### src/common/ebtmc_pkg.sv
// Constants, field layouts and carrier types for the 8-bit timer channel pair
package ebtmc_pkg;

  // Word index of each paired register on the internal 16-bit bus
  localparam logic [2:0] ADDR_CONTROL = 3'h0;
  localparam logic [2:0] ADDR_CONTROL_STATUS = 3'h1;
  localparam logic [2:0] ADDR_CONST_A = 3'h2;
  localparam logic [2:0] ADDR_CONST_B = 3'h3;
  localparam logic [2:0] ADDR_COUNT = 3'h4;

  // Channel slots: even channel on the upper byte, odd channel on the lower byte
  localparam int CH_EVEN = 0;
  localparam int CH_ODD = 1;
  localparam int NUM_CH = 2;

  // Control/status field positions
  localparam int BIT_MATCH_B = 7;
  localparam int BIT_MATCH_A = 6;
  localparam int BIT_WRAP = 5;
  localparam int BIT_CAPTURE_SEL = 4;

  // Reset values
  localparam logic [7:0] RST_BYTE = 8'h00;
  localparam logic [7:0] RST_CONST = 8'hff;
  localparam logic EVEN_BIT4_VALUE = 1'b1;

  // Clock source codes
  localparam logic [2:0] CKS_STOP = 3'h0;
  localparam logic [2:0] CKS_DIV8 = 3'h1;
  localparam logic [2:0] CKS_DIV64 = 3'h2;
  localparam logic [2:0] CKS_DIV8192 = 3'h3;
  localparam logic [2:0] CKS_EXT_RISE = 3'h5;
  localparam logic [2:0] CKS_EXT_FALL = 3'h6;
  localparam logic [2:0] CKS_EXT_BOTH = 3'h7;

  // Prescaler taps: divide by 8, 64 and 8192
  localparam int PRE_W = 13;
  localparam logic [PRE_W-1:0] PRE_MASK8 = 13'h0007;
  localparam logic [PRE_W-1:0] PRE_MASK64 = 13'h003f;
  localparam logic [PRE_W-1:0] PRE_MASK8192 = 13'h1fff;

  // Counter clear codes
  localparam logic [1:0] CLR_ON_A = 2'h1;
  localparam logic [1:0] CLR_ON_B = 2'h2;

  // Output actions, ordered so that a larger code has higher priority
  localparam logic [1:0] ACT_NONE = 2'h0;
  localparam logic [1:0] ACT_ZERO = 2'h1;
  localparam logic [1:0] ACT_ONE = 2'h2;
  localparam logic [1:0] ACT_TOGGLE = 2'h3;

  // Capture edge codes
  localparam logic [1:0] EDGE_RISE = 2'h0;
  localparam logic [1:0] EDGE_FALL = 2'h1;
  localparam logic [1:0] EDGE_BOTH = 2'h2;

  localparam logic [7:0] COUNT_TOP = 8'hff;
  localparam logic [7:0] COUNT_ZERO = 8'h00;

  // Control register layout
  typedef struct packed {
    logic irq_en_b;
    logic irq_en_a;
    logic wrap_irq_en;
    logic clear_source_sel_hi;
    logic clear_source_sel_lo;
    logic [2:0] clock_source_sel;
  } ebtmc_ctl_t;

  // CPU request on the internal 16-bit bus
  typedef struct packed {
    logic [2:0] addr;
    logic wr;
    logic rd;
    logic be_hi;
    logic be_lo;
    logic [15:0] wdata;
  } ebtmc_bus_req_t;

endpackage

### src/logic/ebtmc_timer_pair.sv
// Even/odd 8-bit timer channel pair with compare outputs and odd-channel capture
`timescale 1ns/1ps

module ebtmc_timer_pair (
  input wire logic clk_sys_i,
  input wire logic sys_rst_i,
  input wire ebtmc_pkg::ebtmc_bus_req_t bus_req_i,
  output logic [15:0] bus_rdata_o,
  input wire logic ext_clk_i,
  output logic timer_out_pin_o,
  output logic timer_out_pin_oe_n_o,
  input wire logic timer_io_pin_i,
  output logic timer_io_pin_o,
  output logic timer_io_pin_oe_n_o,
  output logic even_match_a_irq_o,
  output logic even_match_b_irq_o,
  output logic odd_match_a_irq_o,
  output logic odd_match_b_irq_o
);
  import ebtmc_pkg::*;

  // Edge seen on a synchronised signal for a two-bit edge code
  function automatic logic edge_hit(input logic [1:0] mode, input logic rise,
                                    input logic fall);
    case (mode)
      EDGE_RISE: edge_hit = rise;
      EDGE_FALL: edge_hit = fall;
      EDGE_BOTH: edge_hit = rise | fall;
      default: edge_hit = 1'b0;
    endcase
  endfunction

  // Byte lane of a channel: even on the upper byte, odd on the lower
  function automatic logic lane_en(input ebtmc_bus_req_t req, input int ch);
    lane_en = (ch == CH_EVEN) ? req.be_hi : req.be_lo;
  endfunction

  function automatic logic [7:0] lane_data(input ebtmc_bus_req_t req, input int ch);
    lane_data = (ch == CH_EVEN) ? req.wdata[15:8] : req.wdata[7:0];
  endfunction

  // Register write strobe for one channel's byte of a given word
  function automatic logic reg_wr(input ebtmc_bus_req_t req, input logic [2:0] addr,
                                  input int ch);
    reg_wr = req.wr & (req.addr == addr) & lane_en(req, ch);
  endfunction

  // Registers of both channels, indexed by channel slot
  logic [7:0] count_value [NUM_CH];
  logic [7:0] const_a_reg [NUM_CH];
  logic [7:0] const_b_capture_reg [NUM_CH];
  ebtmc_ctl_t timer_control [NUM_CH];
  logic [NUM_CH-1:0] match_b_flag;
  logic [NUM_CH-1:0] match_a_flag;
  logic [NUM_CH-1:0] wrap_flag;
  logic [NUM_CH-1:0] flag_b_armed;
  logic [NUM_CH-1:0] flag_a_armed;
  logic [NUM_CH-1:0] flag_w_armed;
  logic capture_select;
  logic odd_bit4_spare;
  logic [1:0] out_b_sel [NUM_CH];
  logic [1:0] out_a_sel [NUM_CH];

  logic [PRE_W-1:0] prescale;
  logic ext_sync1;
  logic ext_sync2;
  logic ext_prev;
  logic cap_sync1;
  logic cap_sync2;
  logic cap_prev;

  logic [NUM_CH-1:0] tick;
  logic [NUM_CH-1:0] match_a;
  logic [NUM_CH-1:0] match_b;
  logic [NUM_CH-1:0] clear_cnt;
  logic [NUM_CH-1:0] wrap;
  logic [NUM_CH-1:0] out_enable;
  logic [1:0] out_action [NUM_CH];
  logic capture_ev;
  logic ext_rise;
  logic ext_fall;
  logic tap8;
  logic tap64;
  logic tap8192;
  logic [15:0] next_rdata;

  // Free-running prescaler shared by both channels
  always_ff @(posedge clk_sys_i or posedge sys_rst_i) begin
    if (sys_rst_i) begin
      prescale <= '0;
    end else begin
      prescale <= prescale + 1'b1;
    end
  end

  // One-cycle enables at the divided rates
  assign tap8 = (prescale & PRE_MASK8) == PRE_MASK8;
  assign tap64 = (prescale & PRE_MASK64) == PRE_MASK64;
  assign tap8192 = (prescale & PRE_MASK8192) == PRE_MASK8192;

  // Two-stage synchronisers; edge detection looks only at the second stage
  always_ff @(posedge clk_sys_i or posedge sys_rst_i) begin
    if (sys_rst_i) begin
      ext_sync1 <= 1'b0;
      ext_sync2 <= 1'b0;
      ext_prev <= 1'b0;
      cap_sync1 <= 1'b0;
      cap_sync2 <= 1'b0;
      cap_prev <= 1'b0;
    end else begin
      ext_sync1 <= ext_clk_i;
      ext_sync2 <= ext_sync1;
      ext_prev <= ext_sync2;
      cap_sync1 <= timer_io_pin_i;
      cap_sync2 <= cap_sync1;
      cap_prev <= cap_sync2;
    end
  end

  // Short pulses on either input are lost by the sampling, as the source is warned
  assign ext_rise = ext_sync2 & ~ext_prev;
  assign ext_fall = ~ext_sync2 & ext_prev;

  // Capture event on the odd channel pin, edge chosen by the B field
  assign capture_ev = capture_select
    & edge_hit(out_b_sel[CH_ODD], cap_sync2 & ~cap_prev, ~cap_sync2 & cap_prev);

  // Per-channel count pulses, matches, clears and output actions
  always_comb begin
    logic [1:0] act_a;
    logic [1:0] act_b;
    logic [1:0] clr;
    act_a = ACT_NONE;
    act_b = ACT_NONE;
    clr = 2'h0;
    for (int ch = 0; ch < NUM_CH; ch++) begin
      case (timer_control[ch].clock_source_sel)
        CKS_DIV8: tick[ch] = tap8;
        CKS_DIV64: tick[ch] = tap64;
        CKS_DIV8192: tick[ch] = tap8192;
        CKS_EXT_RISE: tick[ch] = ext_rise;
        CKS_EXT_FALL: tick[ch] = ext_fall;
        CKS_EXT_BOTH: tick[ch] = ext_rise | ext_fall;
        default: tick[ch] = 1'b0;
      endcase
      // Match only when the pulse moves the counter off the equal value
      match_a[ch] = tick[ch] & (count_value[ch] == const_a_reg[ch]);
      // Capture mode removes register B compare from both channels
      match_b[ch] = tick[ch] & (count_value[ch] == const_b_capture_reg[ch])
                    & ~capture_select;
      clr = {timer_control[ch].clear_source_sel_hi, timer_control[ch].clear_source_sel_lo};
      clear_cnt[ch] = ((clr == CLR_ON_A) & match_a[ch])
                    | ((clr == CLR_ON_B) & match_b[ch])
                    | ((clr == CLR_ON_B) & (ch == CH_ODD) & capture_ev);
      wrap[ch] = tick[ch] & (count_value[ch] == COUNT_TOP) & ~clear_cnt[ch];
      act_a = match_a[ch] ? out_a_sel[ch] : ACT_NONE;
      act_b = match_b[ch] ? out_b_sel[ch] : ACT_NONE;
      // Codes ordered by priority, so the larger request wins
      out_action[ch] = (act_a > act_b) ? act_a : act_b;
      out_enable[ch] = (out_a_sel[ch] != 2'h0) | (out_b_sel[ch] != 2'h0);
    end
    // Odd pin is a dedicated input while capturing; the even pin is released too
    out_enable[CH_ODD] = out_enable[CH_ODD] & ~capture_select;
    out_enable[CH_EVEN] = out_enable[CH_EVEN] & ~capture_select;
  end

  // Counters: CPU write first, then clear, then increment
  always_ff @(posedge clk_sys_i or posedge sys_rst_i) begin
    if (sys_rst_i) begin
      for (int ch = 0; ch < NUM_CH; ch++) begin
        count_value[ch] <= RST_BYTE;
      end
    end else begin
      for (int ch = 0; ch < NUM_CH; ch++) begin
        if (reg_wr(bus_req_i, ADDR_COUNT, ch)) begin
          count_value[ch] <= lane_data(bus_req_i, ch);
        end else if (clear_cnt[ch]) begin
          count_value[ch] <= COUNT_ZERO;
        end else if (tick[ch]) begin
          count_value[ch] <= count_value[ch] + 8'h01;
        end
      end
    end
  end

  // Constant registers; a capture wins over a CPU write in the same cycle
  always_ff @(posedge clk_sys_i or posedge sys_rst_i) begin
    if (sys_rst_i) begin
      for (int ch = 0; ch < NUM_CH; ch++) begin
        const_a_reg[ch] <= RST_CONST;
        const_b_capture_reg[ch] <= RST_CONST;
      end
    end else begin
      for (int ch = 0; ch < NUM_CH; ch++) begin
        if (reg_wr(bus_req_i, ADDR_CONST_A, ch)) begin
          const_a_reg[ch] <= lane_data(bus_req_i, ch);
        end
        if ((ch == CH_ODD) && capture_ev) begin
          const_b_capture_reg[ch] <= count_value[ch];
        end else if (reg_wr(bus_req_i, ADDR_CONST_B, ch)) begin
          const_b_capture_reg[ch] <= lane_data(bus_req_i, ch);
        end
      end
    end
  end

  // Control registers
  always_ff @(posedge clk_sys_i or posedge sys_rst_i) begin
    if (sys_rst_i) begin
      for (int ch = 0; ch < NUM_CH; ch++) begin
        timer_control[ch] <= ebtmc_ctl_t'(RST_BYTE);
      end
    end else begin
      for (int ch = 0; ch < NUM_CH; ch++) begin
        if (reg_wr(bus_req_i, ADDR_CONTROL, ch)) begin
          timer_control[ch] <= ebtmc_ctl_t'(lane_data(bus_req_i, ch));
        end
      end
    end
  end

  // Writable control/status fields; even bit 4 is fixed and not stored
  always_ff @(posedge clk_sys_i or posedge sys_rst_i) begin
    if (sys_rst_i) begin
      capture_select <= 1'b0;
      odd_bit4_spare <= 1'b0;
      for (int ch = 0; ch < NUM_CH; ch++) begin
        out_b_sel[ch] <= 2'h0;
        out_a_sel[ch] <= 2'h0;
      end
    end else begin
      for (int ch = 0; ch < NUM_CH; ch++) begin
        if (reg_wr(bus_req_i, ADDR_CONTROL_STATUS, ch)) begin
          out_b_sel[ch] <= 2'(lane_data(bus_req_i, ch) >> 2);
          out_a_sel[ch] <= 2'(lane_data(bus_req_i, ch));
        end
      end
      if (reg_wr(bus_req_i, ADDR_CONTROL_STATUS, CH_ODD)) begin
        capture_select <= bus_req_i.wdata[BIT_CAPTURE_SEL];
        odd_bit4_spare <= bus_req_i.wdata[BIT_CAPTURE_SEL];
      end
    end
  end

  // Status flags: clear needs a prior read seeing 1; a set in the same cycle wins
  always_ff @(posedge clk_sys_i or posedge sys_rst_i) begin
    if (sys_rst_i) begin
      match_b_flag <= '0;
      match_a_flag <= '0;
      wrap_flag <= '0;
      flag_b_armed <= '0;
      flag_a_armed <= '0;
      flag_w_armed <= '0;
    end else begin
      for (int ch = 0; ch < NUM_CH; ch++) begin
        logic wr_cs;
        logic [7:0] wd;
        logic set_b;
        wr_cs = reg_wr(bus_req_i, ADDR_CONTROL_STATUS, ch);
        wd = lane_data(bus_req_i, ch);
        set_b = match_b[ch] | ((ch == CH_ODD) & capture_ev);
        if (set_b) begin
          match_b_flag[ch] <= 1'b1;
        end else if (wr_cs && flag_b_armed[ch] && !wd[BIT_MATCH_B]) begin
          match_b_flag[ch] <= 1'b0;
        end
        if (match_a[ch]) begin
          match_a_flag[ch] <= 1'b1;
        end else if (wr_cs && flag_a_armed[ch] && !wd[BIT_MATCH_A]) begin
          match_a_flag[ch] <= 1'b0;
        end
        if (wrap[ch]) begin
          wrap_flag[ch] <= 1'b1;
        end else if (wr_cs && flag_w_armed[ch] && !wd[BIT_WRAP]) begin
          wrap_flag[ch] <= 1'b0;
        end
        // Arming by a read that sees 1; any write to the byte uses it up
        if (wr_cs) begin
          flag_b_armed[ch] <= 1'b0;
          flag_a_armed[ch] <= 1'b0;
          flag_w_armed[ch] <= 1'b0;
        end else if (bus_req_i.rd && (bus_req_i.addr == ADDR_CONTROL_STATUS)
                     && lane_en(bus_req_i, ch)) begin
          flag_b_armed[ch] <= flag_b_armed[ch] | match_b_flag[ch];
          flag_a_armed[ch] <= flag_a_armed[ch] | match_a_flag[ch];
          flag_w_armed[ch] <= flag_w_armed[ch] | wrap_flag[ch];
        end
      end
    end
  end

  // Pin drivers; level holds when no action is requested
  always_ff @(posedge clk_sys_i or posedge sys_rst_i) begin
    if (sys_rst_i) begin
      timer_out_pin_o <= 1'b0;
      timer_io_pin_o <= 1'b0;
      timer_out_pin_oe_n_o <= 1'b1;
      timer_io_pin_oe_n_o <= 1'b1;
    end else begin
      timer_out_pin_oe_n_o <= ~out_enable[CH_EVEN];
      timer_io_pin_oe_n_o <= ~out_enable[CH_ODD];
      case (out_action[CH_EVEN])
        ACT_ZERO: timer_out_pin_o <= 1'b0;
        ACT_ONE: timer_out_pin_o <= 1'b1;
        ACT_TOGGLE: timer_out_pin_o <= ~timer_out_pin_o;
        default: timer_out_pin_o <= timer_out_pin_o;
      endcase
      case (out_action[CH_ODD])
        ACT_ZERO: timer_io_pin_o <= 1'b0;
        ACT_ONE: timer_io_pin_o <= 1'b1;
        ACT_TOGGLE: timer_io_pin_o <= ~timer_io_pin_o;
        default: timer_io_pin_o <= timer_io_pin_o;
      endcase
    end
  end

  // Read word assembled from both channels; unmapped words read zero
  always_comb begin
    next_rdata = 16'h0000;
    for (int ch = 0; ch < NUM_CH; ch++) begin
      logic [7:0] byte_v;
      byte_v = 8'h00;
      case (bus_req_i.addr)
        ADDR_CONTROL: byte_v = timer_control[ch];
        ADDR_CONTROL_STATUS: byte_v = {match_b_flag[ch], match_a_flag[ch], wrap_flag[ch],
            (ch == CH_EVEN) ? EVEN_BIT4_VALUE : odd_bit4_spare,
            out_b_sel[ch], out_a_sel[ch]};
        ADDR_CONST_A: byte_v = const_a_reg[ch];
        ADDR_CONST_B: byte_v = const_b_capture_reg[ch];
        ADDR_COUNT: byte_v = count_value[ch];
        default: byte_v = 8'h00;
      endcase
      if (!lane_en(bus_req_i, ch)) begin
        byte_v = 8'h00;
      end
      if (ch == CH_EVEN) begin
        next_rdata[15:8] = byte_v;
      end else begin
        next_rdata[7:0] = byte_v;
      end
    end
  end

  // Read data held until the next read
  always_ff @(posedge clk_sys_i or posedge sys_rst_i) begin
    if (sys_rst_i) begin
      bus_rdata_o <= 16'h0000;
    end else if (bus_req_i.rd) begin
      bus_rdata_o <= next_rdata;
    end
  end

  // Request lines follow flag and enable, one cycle behind
  always_ff @(posedge clk_sys_i or posedge sys_rst_i) begin
    if (sys_rst_i) begin
      even_match_a_irq_o <= 1'b0;
      even_match_b_irq_o <= 1'b0;
      odd_match_a_irq_o <= 1'b0;
      odd_match_b_irq_o <= 1'b0;
    end else begin
      even_match_a_irq_o <= match_a_flag[CH_EVEN] & timer_control[CH_EVEN].irq_en_a;
      even_match_b_irq_o <= match_b_flag[CH_EVEN] & timer_control[CH_EVEN].irq_en_b;
      odd_match_a_irq_o <= match_a_flag[CH_ODD] & timer_control[CH_ODD].irq_en_a;
      odd_match_b_irq_o <= match_b_flag[CH_ODD] & timer_control[CH_ODD].irq_en_b;
    end
  end

endmodule

### config.mk
export PLATFORM = sky130hd
export DESIGN_NAME = ebtmc_timer_pair
export DESIGN_NICKNAME = d
export VERILOG_FILES = /design/src/common/ebtmc_pkg.sv /design/src/logic/ebtmc_timer_pair.sv
export SDC_FILE = /design/constraint.sdc
export NUM_CORES = 1
export LEC_CHECK = 0
export BUFFER_PORTS_ARGS = -buffer_cell sky130_fd_sc_hd__buf_4
export CORE_MARGIN = 4
export CORE_UTILIZATION = 45
export CTS_CLUSTER_DIAMETER = 150
export CTS_CLUSTER_SIZE = 28
export DETAILED_ROUTE_END_ITERATION = 10
export HOLD_SLACK_MARGIN = 0.12
export PLACE_DENSITY_LB_ADDON = 0.2
export SYNTH_ARGS = -nofsm -noshare
export SYNTH_HDL_FRONTEND = slang
export SYNTH_SLANG_ARGS = --single-unit
### constraint.sdc
create_clock -name clk_sys_i -period 3.5 [get_ports clk_sys_i]
set_clock_uncertainty 0.2 [all_clocks]
set_input_delay 0 -clock clk_sys_i [delete_from_list [all_inputs] [get_ports clk_sys_i]]
set_output_delay 0 -clock clk_sys_i [all_outputs]
set_load 0.01 [all_outputs]
==> impl_metrics.ini <==
[synth]
synthCells = 651
postSynthAreaPerCell_um2 = 10.48
synth-seq-cells = 128
synth_area_leader_cell = dfrtp_1
async_reset_ff_share_pct = 100.0
ys_warn_count = 0
synth_area_um2 = 6820
synth_edf_count = 0
synth_top_area_share_pct = 34.49
yosysUniqueCellTypes = 65
synth_ff_type = dfrtp_1
synth_area_leaders = dfrtp_1 (34%), dfstp_2 (13%), mux2_2 (7.3%), mux2i_1 (4.0%), xnor2_1 (3.7%)
synth_fp_nets = 692
synth_seq_area_share_pct = 47.59

[route]
wl_met3_um = 900
routedWlPerCell_um = 18.99
dr_wl_met2_um = 8217
wl_um = 17710
vias = 5330
top_layer = met4
avgViaCountPerCell = 5.713
antenna_left = 0
first_pass_iters = 5
drtIter0Drc = 476
drc_errors = 0
drt-met1-wl_um = 8304

[grt]
grt_antenna_before_repair = 0
grt_pass1_wl_um = 29530
grt_max_degree = 59
grt_pass1_vias = 5503
grtUsageTotal_pct = 21.35
grt_overflow_total = 0

[floorplanning]
core_um2 = 14700
ios = 51
rows = 44
start_util_pct = 46.40
dieArea_um2 = 17190
die_x_um = 131.1
die_h_um = 131.1

[sta]
final-setup-viol-count = 0
worst_pin_slew_ns = 0.9580
finalHoldViolations = 0
fin_crit_sh_pct = 92.96
fin_tns_setup_ns = 0
rsz0062_at_grt = false
fmax_mhz = 307.4
drv_slew = 0
period_minus_slack_ns = 3.253
relSlewSlack_pct = 35.90

[worst_hold_path]
hp-class = primary input to async pin

[finish]
drive_gt1_share_pct = 26.03
regArea_um2 = 3246
synthToLayoutAreaGrowth_pct = 22.73
multi_input_area_um2 = 3248
num_antenna_cells = 0
layoutNonFillerInstCount = 933
fin_nets = 777
fillers = 1256

[critical_path]
worstPathArrival_ns = 3.41
worstPathMaxFanout = 26
r2r_start = cap_sync2
startpoint = bus_req_i[21]
cp-end-kind = register
required_ns = 3.66
startpoint_type = primary input
crit_type = primary input to register

[place]
port_buffers = 50
gp_congestion = 0.8911
place_inst = 859
dpl.hpwl_um = 12230

[clocking]
post_cts_buffers = 0
path_clk_slew_ns = 0.06
cts_sinks = 128
cts_tree = yes
numCtsBuffers = 17
htree_levels = 4
ctsLongestPathBuffers = 2
clock_latency_ns = 0.43
cts_root_buf = clkbuf_16

[power]
p_leak_nw = 3.567
finalPower_w = 0.005298
ir_drop_uv = 316.7
p_per_area_nw_per_um2 = 633.0

[outcome]
status = complete, no violations

[job]
cap_violations = 0
## final cells by class
type / instances / area share (%)
Multi-Input combinational cell: 453 / 38.80
Clock buffer: 22 / 5.665
Inverter: 34 / 1.570
Sequential cell: 128 / 38.77
Tap cell: 184 / 2.750
Timing Repair Buffer: 102 / 10.55
Clock inverter: 10 / 1.883
## logic make-up after synthesis
kind of cell	Yosys count	share of synthesized area, %
compound gates	133	13.25
xor+xnor	44	5.650
fa+ha+maj	14	2.568
buf+inv	70	4.880
flops	128	47.59
mux	71	11.23
simple gates	191	14.84
## layer usage
| metal | up-vias | global-route usage [%] |
|---|---|---|
| met5 | - | 0 |
| met4 | 0 | 7.176 |
| met3 | 30 | 4.625 |
| met2 | 153 | 33.35 |
| met1 | 2654 | 29.81 |
| li1 | 2493 | - |
## placed cells by master (no fill, tap or decap), drive strengths merged, types with 3 or more instances in the layout
master	synthesis	routed
nand3b	10	10
clkbuf	12	22
nand3	21	21
a21o	5	5
mux2	44	44
and3	18	18
o21ai	35	35
bufinv	0	4
nor3	6	6
inv	34	33
o22ai	17	17
xnor2	29	29
mux2i	27	27
nand2	56	56
ha	14	14
nand4	11	11
dfstp	34	34
clkinvlp	0	4
dlygate4sd3	0	42
a221oi	17	17
nor4	5	5
nor2b	7	7
xor2	15	15
a21oi	33	33
buf	24	60
o21a	3	3
clkinv	0	3
o31ai	3	3
nor2	37	37
nand2b	5	5
dfrtp	94	94
and2	7	7
## critical path: stages
cell and delay [ns]:
dlygate4sd3_1 0.54, buf_4 0.28, nor3_2 0.64, and3_1 0.59, nand2_1 0.11, dlygate4sd3_1 0.57
o21ai_0 0.09, dlygate4sd3_1 0.58
## report_power, final
| group | leakage [nW] | internal, W | switching (W) | total (W) |
|---|---|---|---|---|
| combinational | 1.73 | 0.000588 | 0.000560 | 0.00115 |
| clock | 0.302 | 0.00124 | 0.000644 | 0.00189 |
| sequential | 1.53 | 0.00187 | 0.000395 | 0.00226 |
## stage by stage
step,worst slack [ns],hold WS (ns),utilization [%],instance area (um2)
after global placement,0.5596,-0.09032,49.74,7312
after detailed placement,0.4020,-0.08943,49.74,7312
final,0.2465,0.1007,56.95,8371
after CTS,0.1804,0.1246,56.90,8364
after global routing,0.1062,0.1789,56.95,8371
after floorplan,0.6793,-0.1686,-,6824
## cells in the mapped netlist, types with 11 or more instances
| cell | count |
|---|---|
| xor2_1 | 15 |
| buf_2 | 16 |
| nand3_1 | 20 |
| xnor2_1 | 29 |
| dfstp_2 | 34 |
| clkbuf_1 | 11 |
| a21oi_1 | 32 |
| ha_1 | 14 |
| nand2_1 | 55 |
| dfrtp_1 | 94 |
| o21ai_0 | 32 |
| mux2_2 | 44 |
| nor2_1 | 33 |
| o22ai_1 | 17 |
| mux2i_1 | 27 |
| and3_1 | 17 |
| a221oi_1 | 17 |
| inv_1 | 33 |
| nand4_1 | 11 |
## final timing paths
| kind | endpoint | slack, ns | cells after the start |
|---|---|---|---|
| min in group clk_sys_i | cap_sync2 | 0.15 | 0 |
| max in group asynchronous | const_b_capture_reg[13] | 2.05 | 4 |
| hold reg to reg | cap_sync2 | 0.15 | 0 |
| setup / recovery | timer_control[11] | 0.25 | 8 |
| setup reg to reg | count_value[2] | 0.35 | 10 |
| hold / removal | ext_sync1 | 0.10 | 3 |
## what timing repair did
| action | 4_1_cts | 5_1_grt |
|---|---|---|
| resized for setup | 0 | 1 |
| endpoints found under the hold margin | 155 | 0 |
| hold buffers | 42 | 0 |
| setup endpoints to repair | 0 | 1 |
No activity file was read; power rests on OpenSTA's default activity.
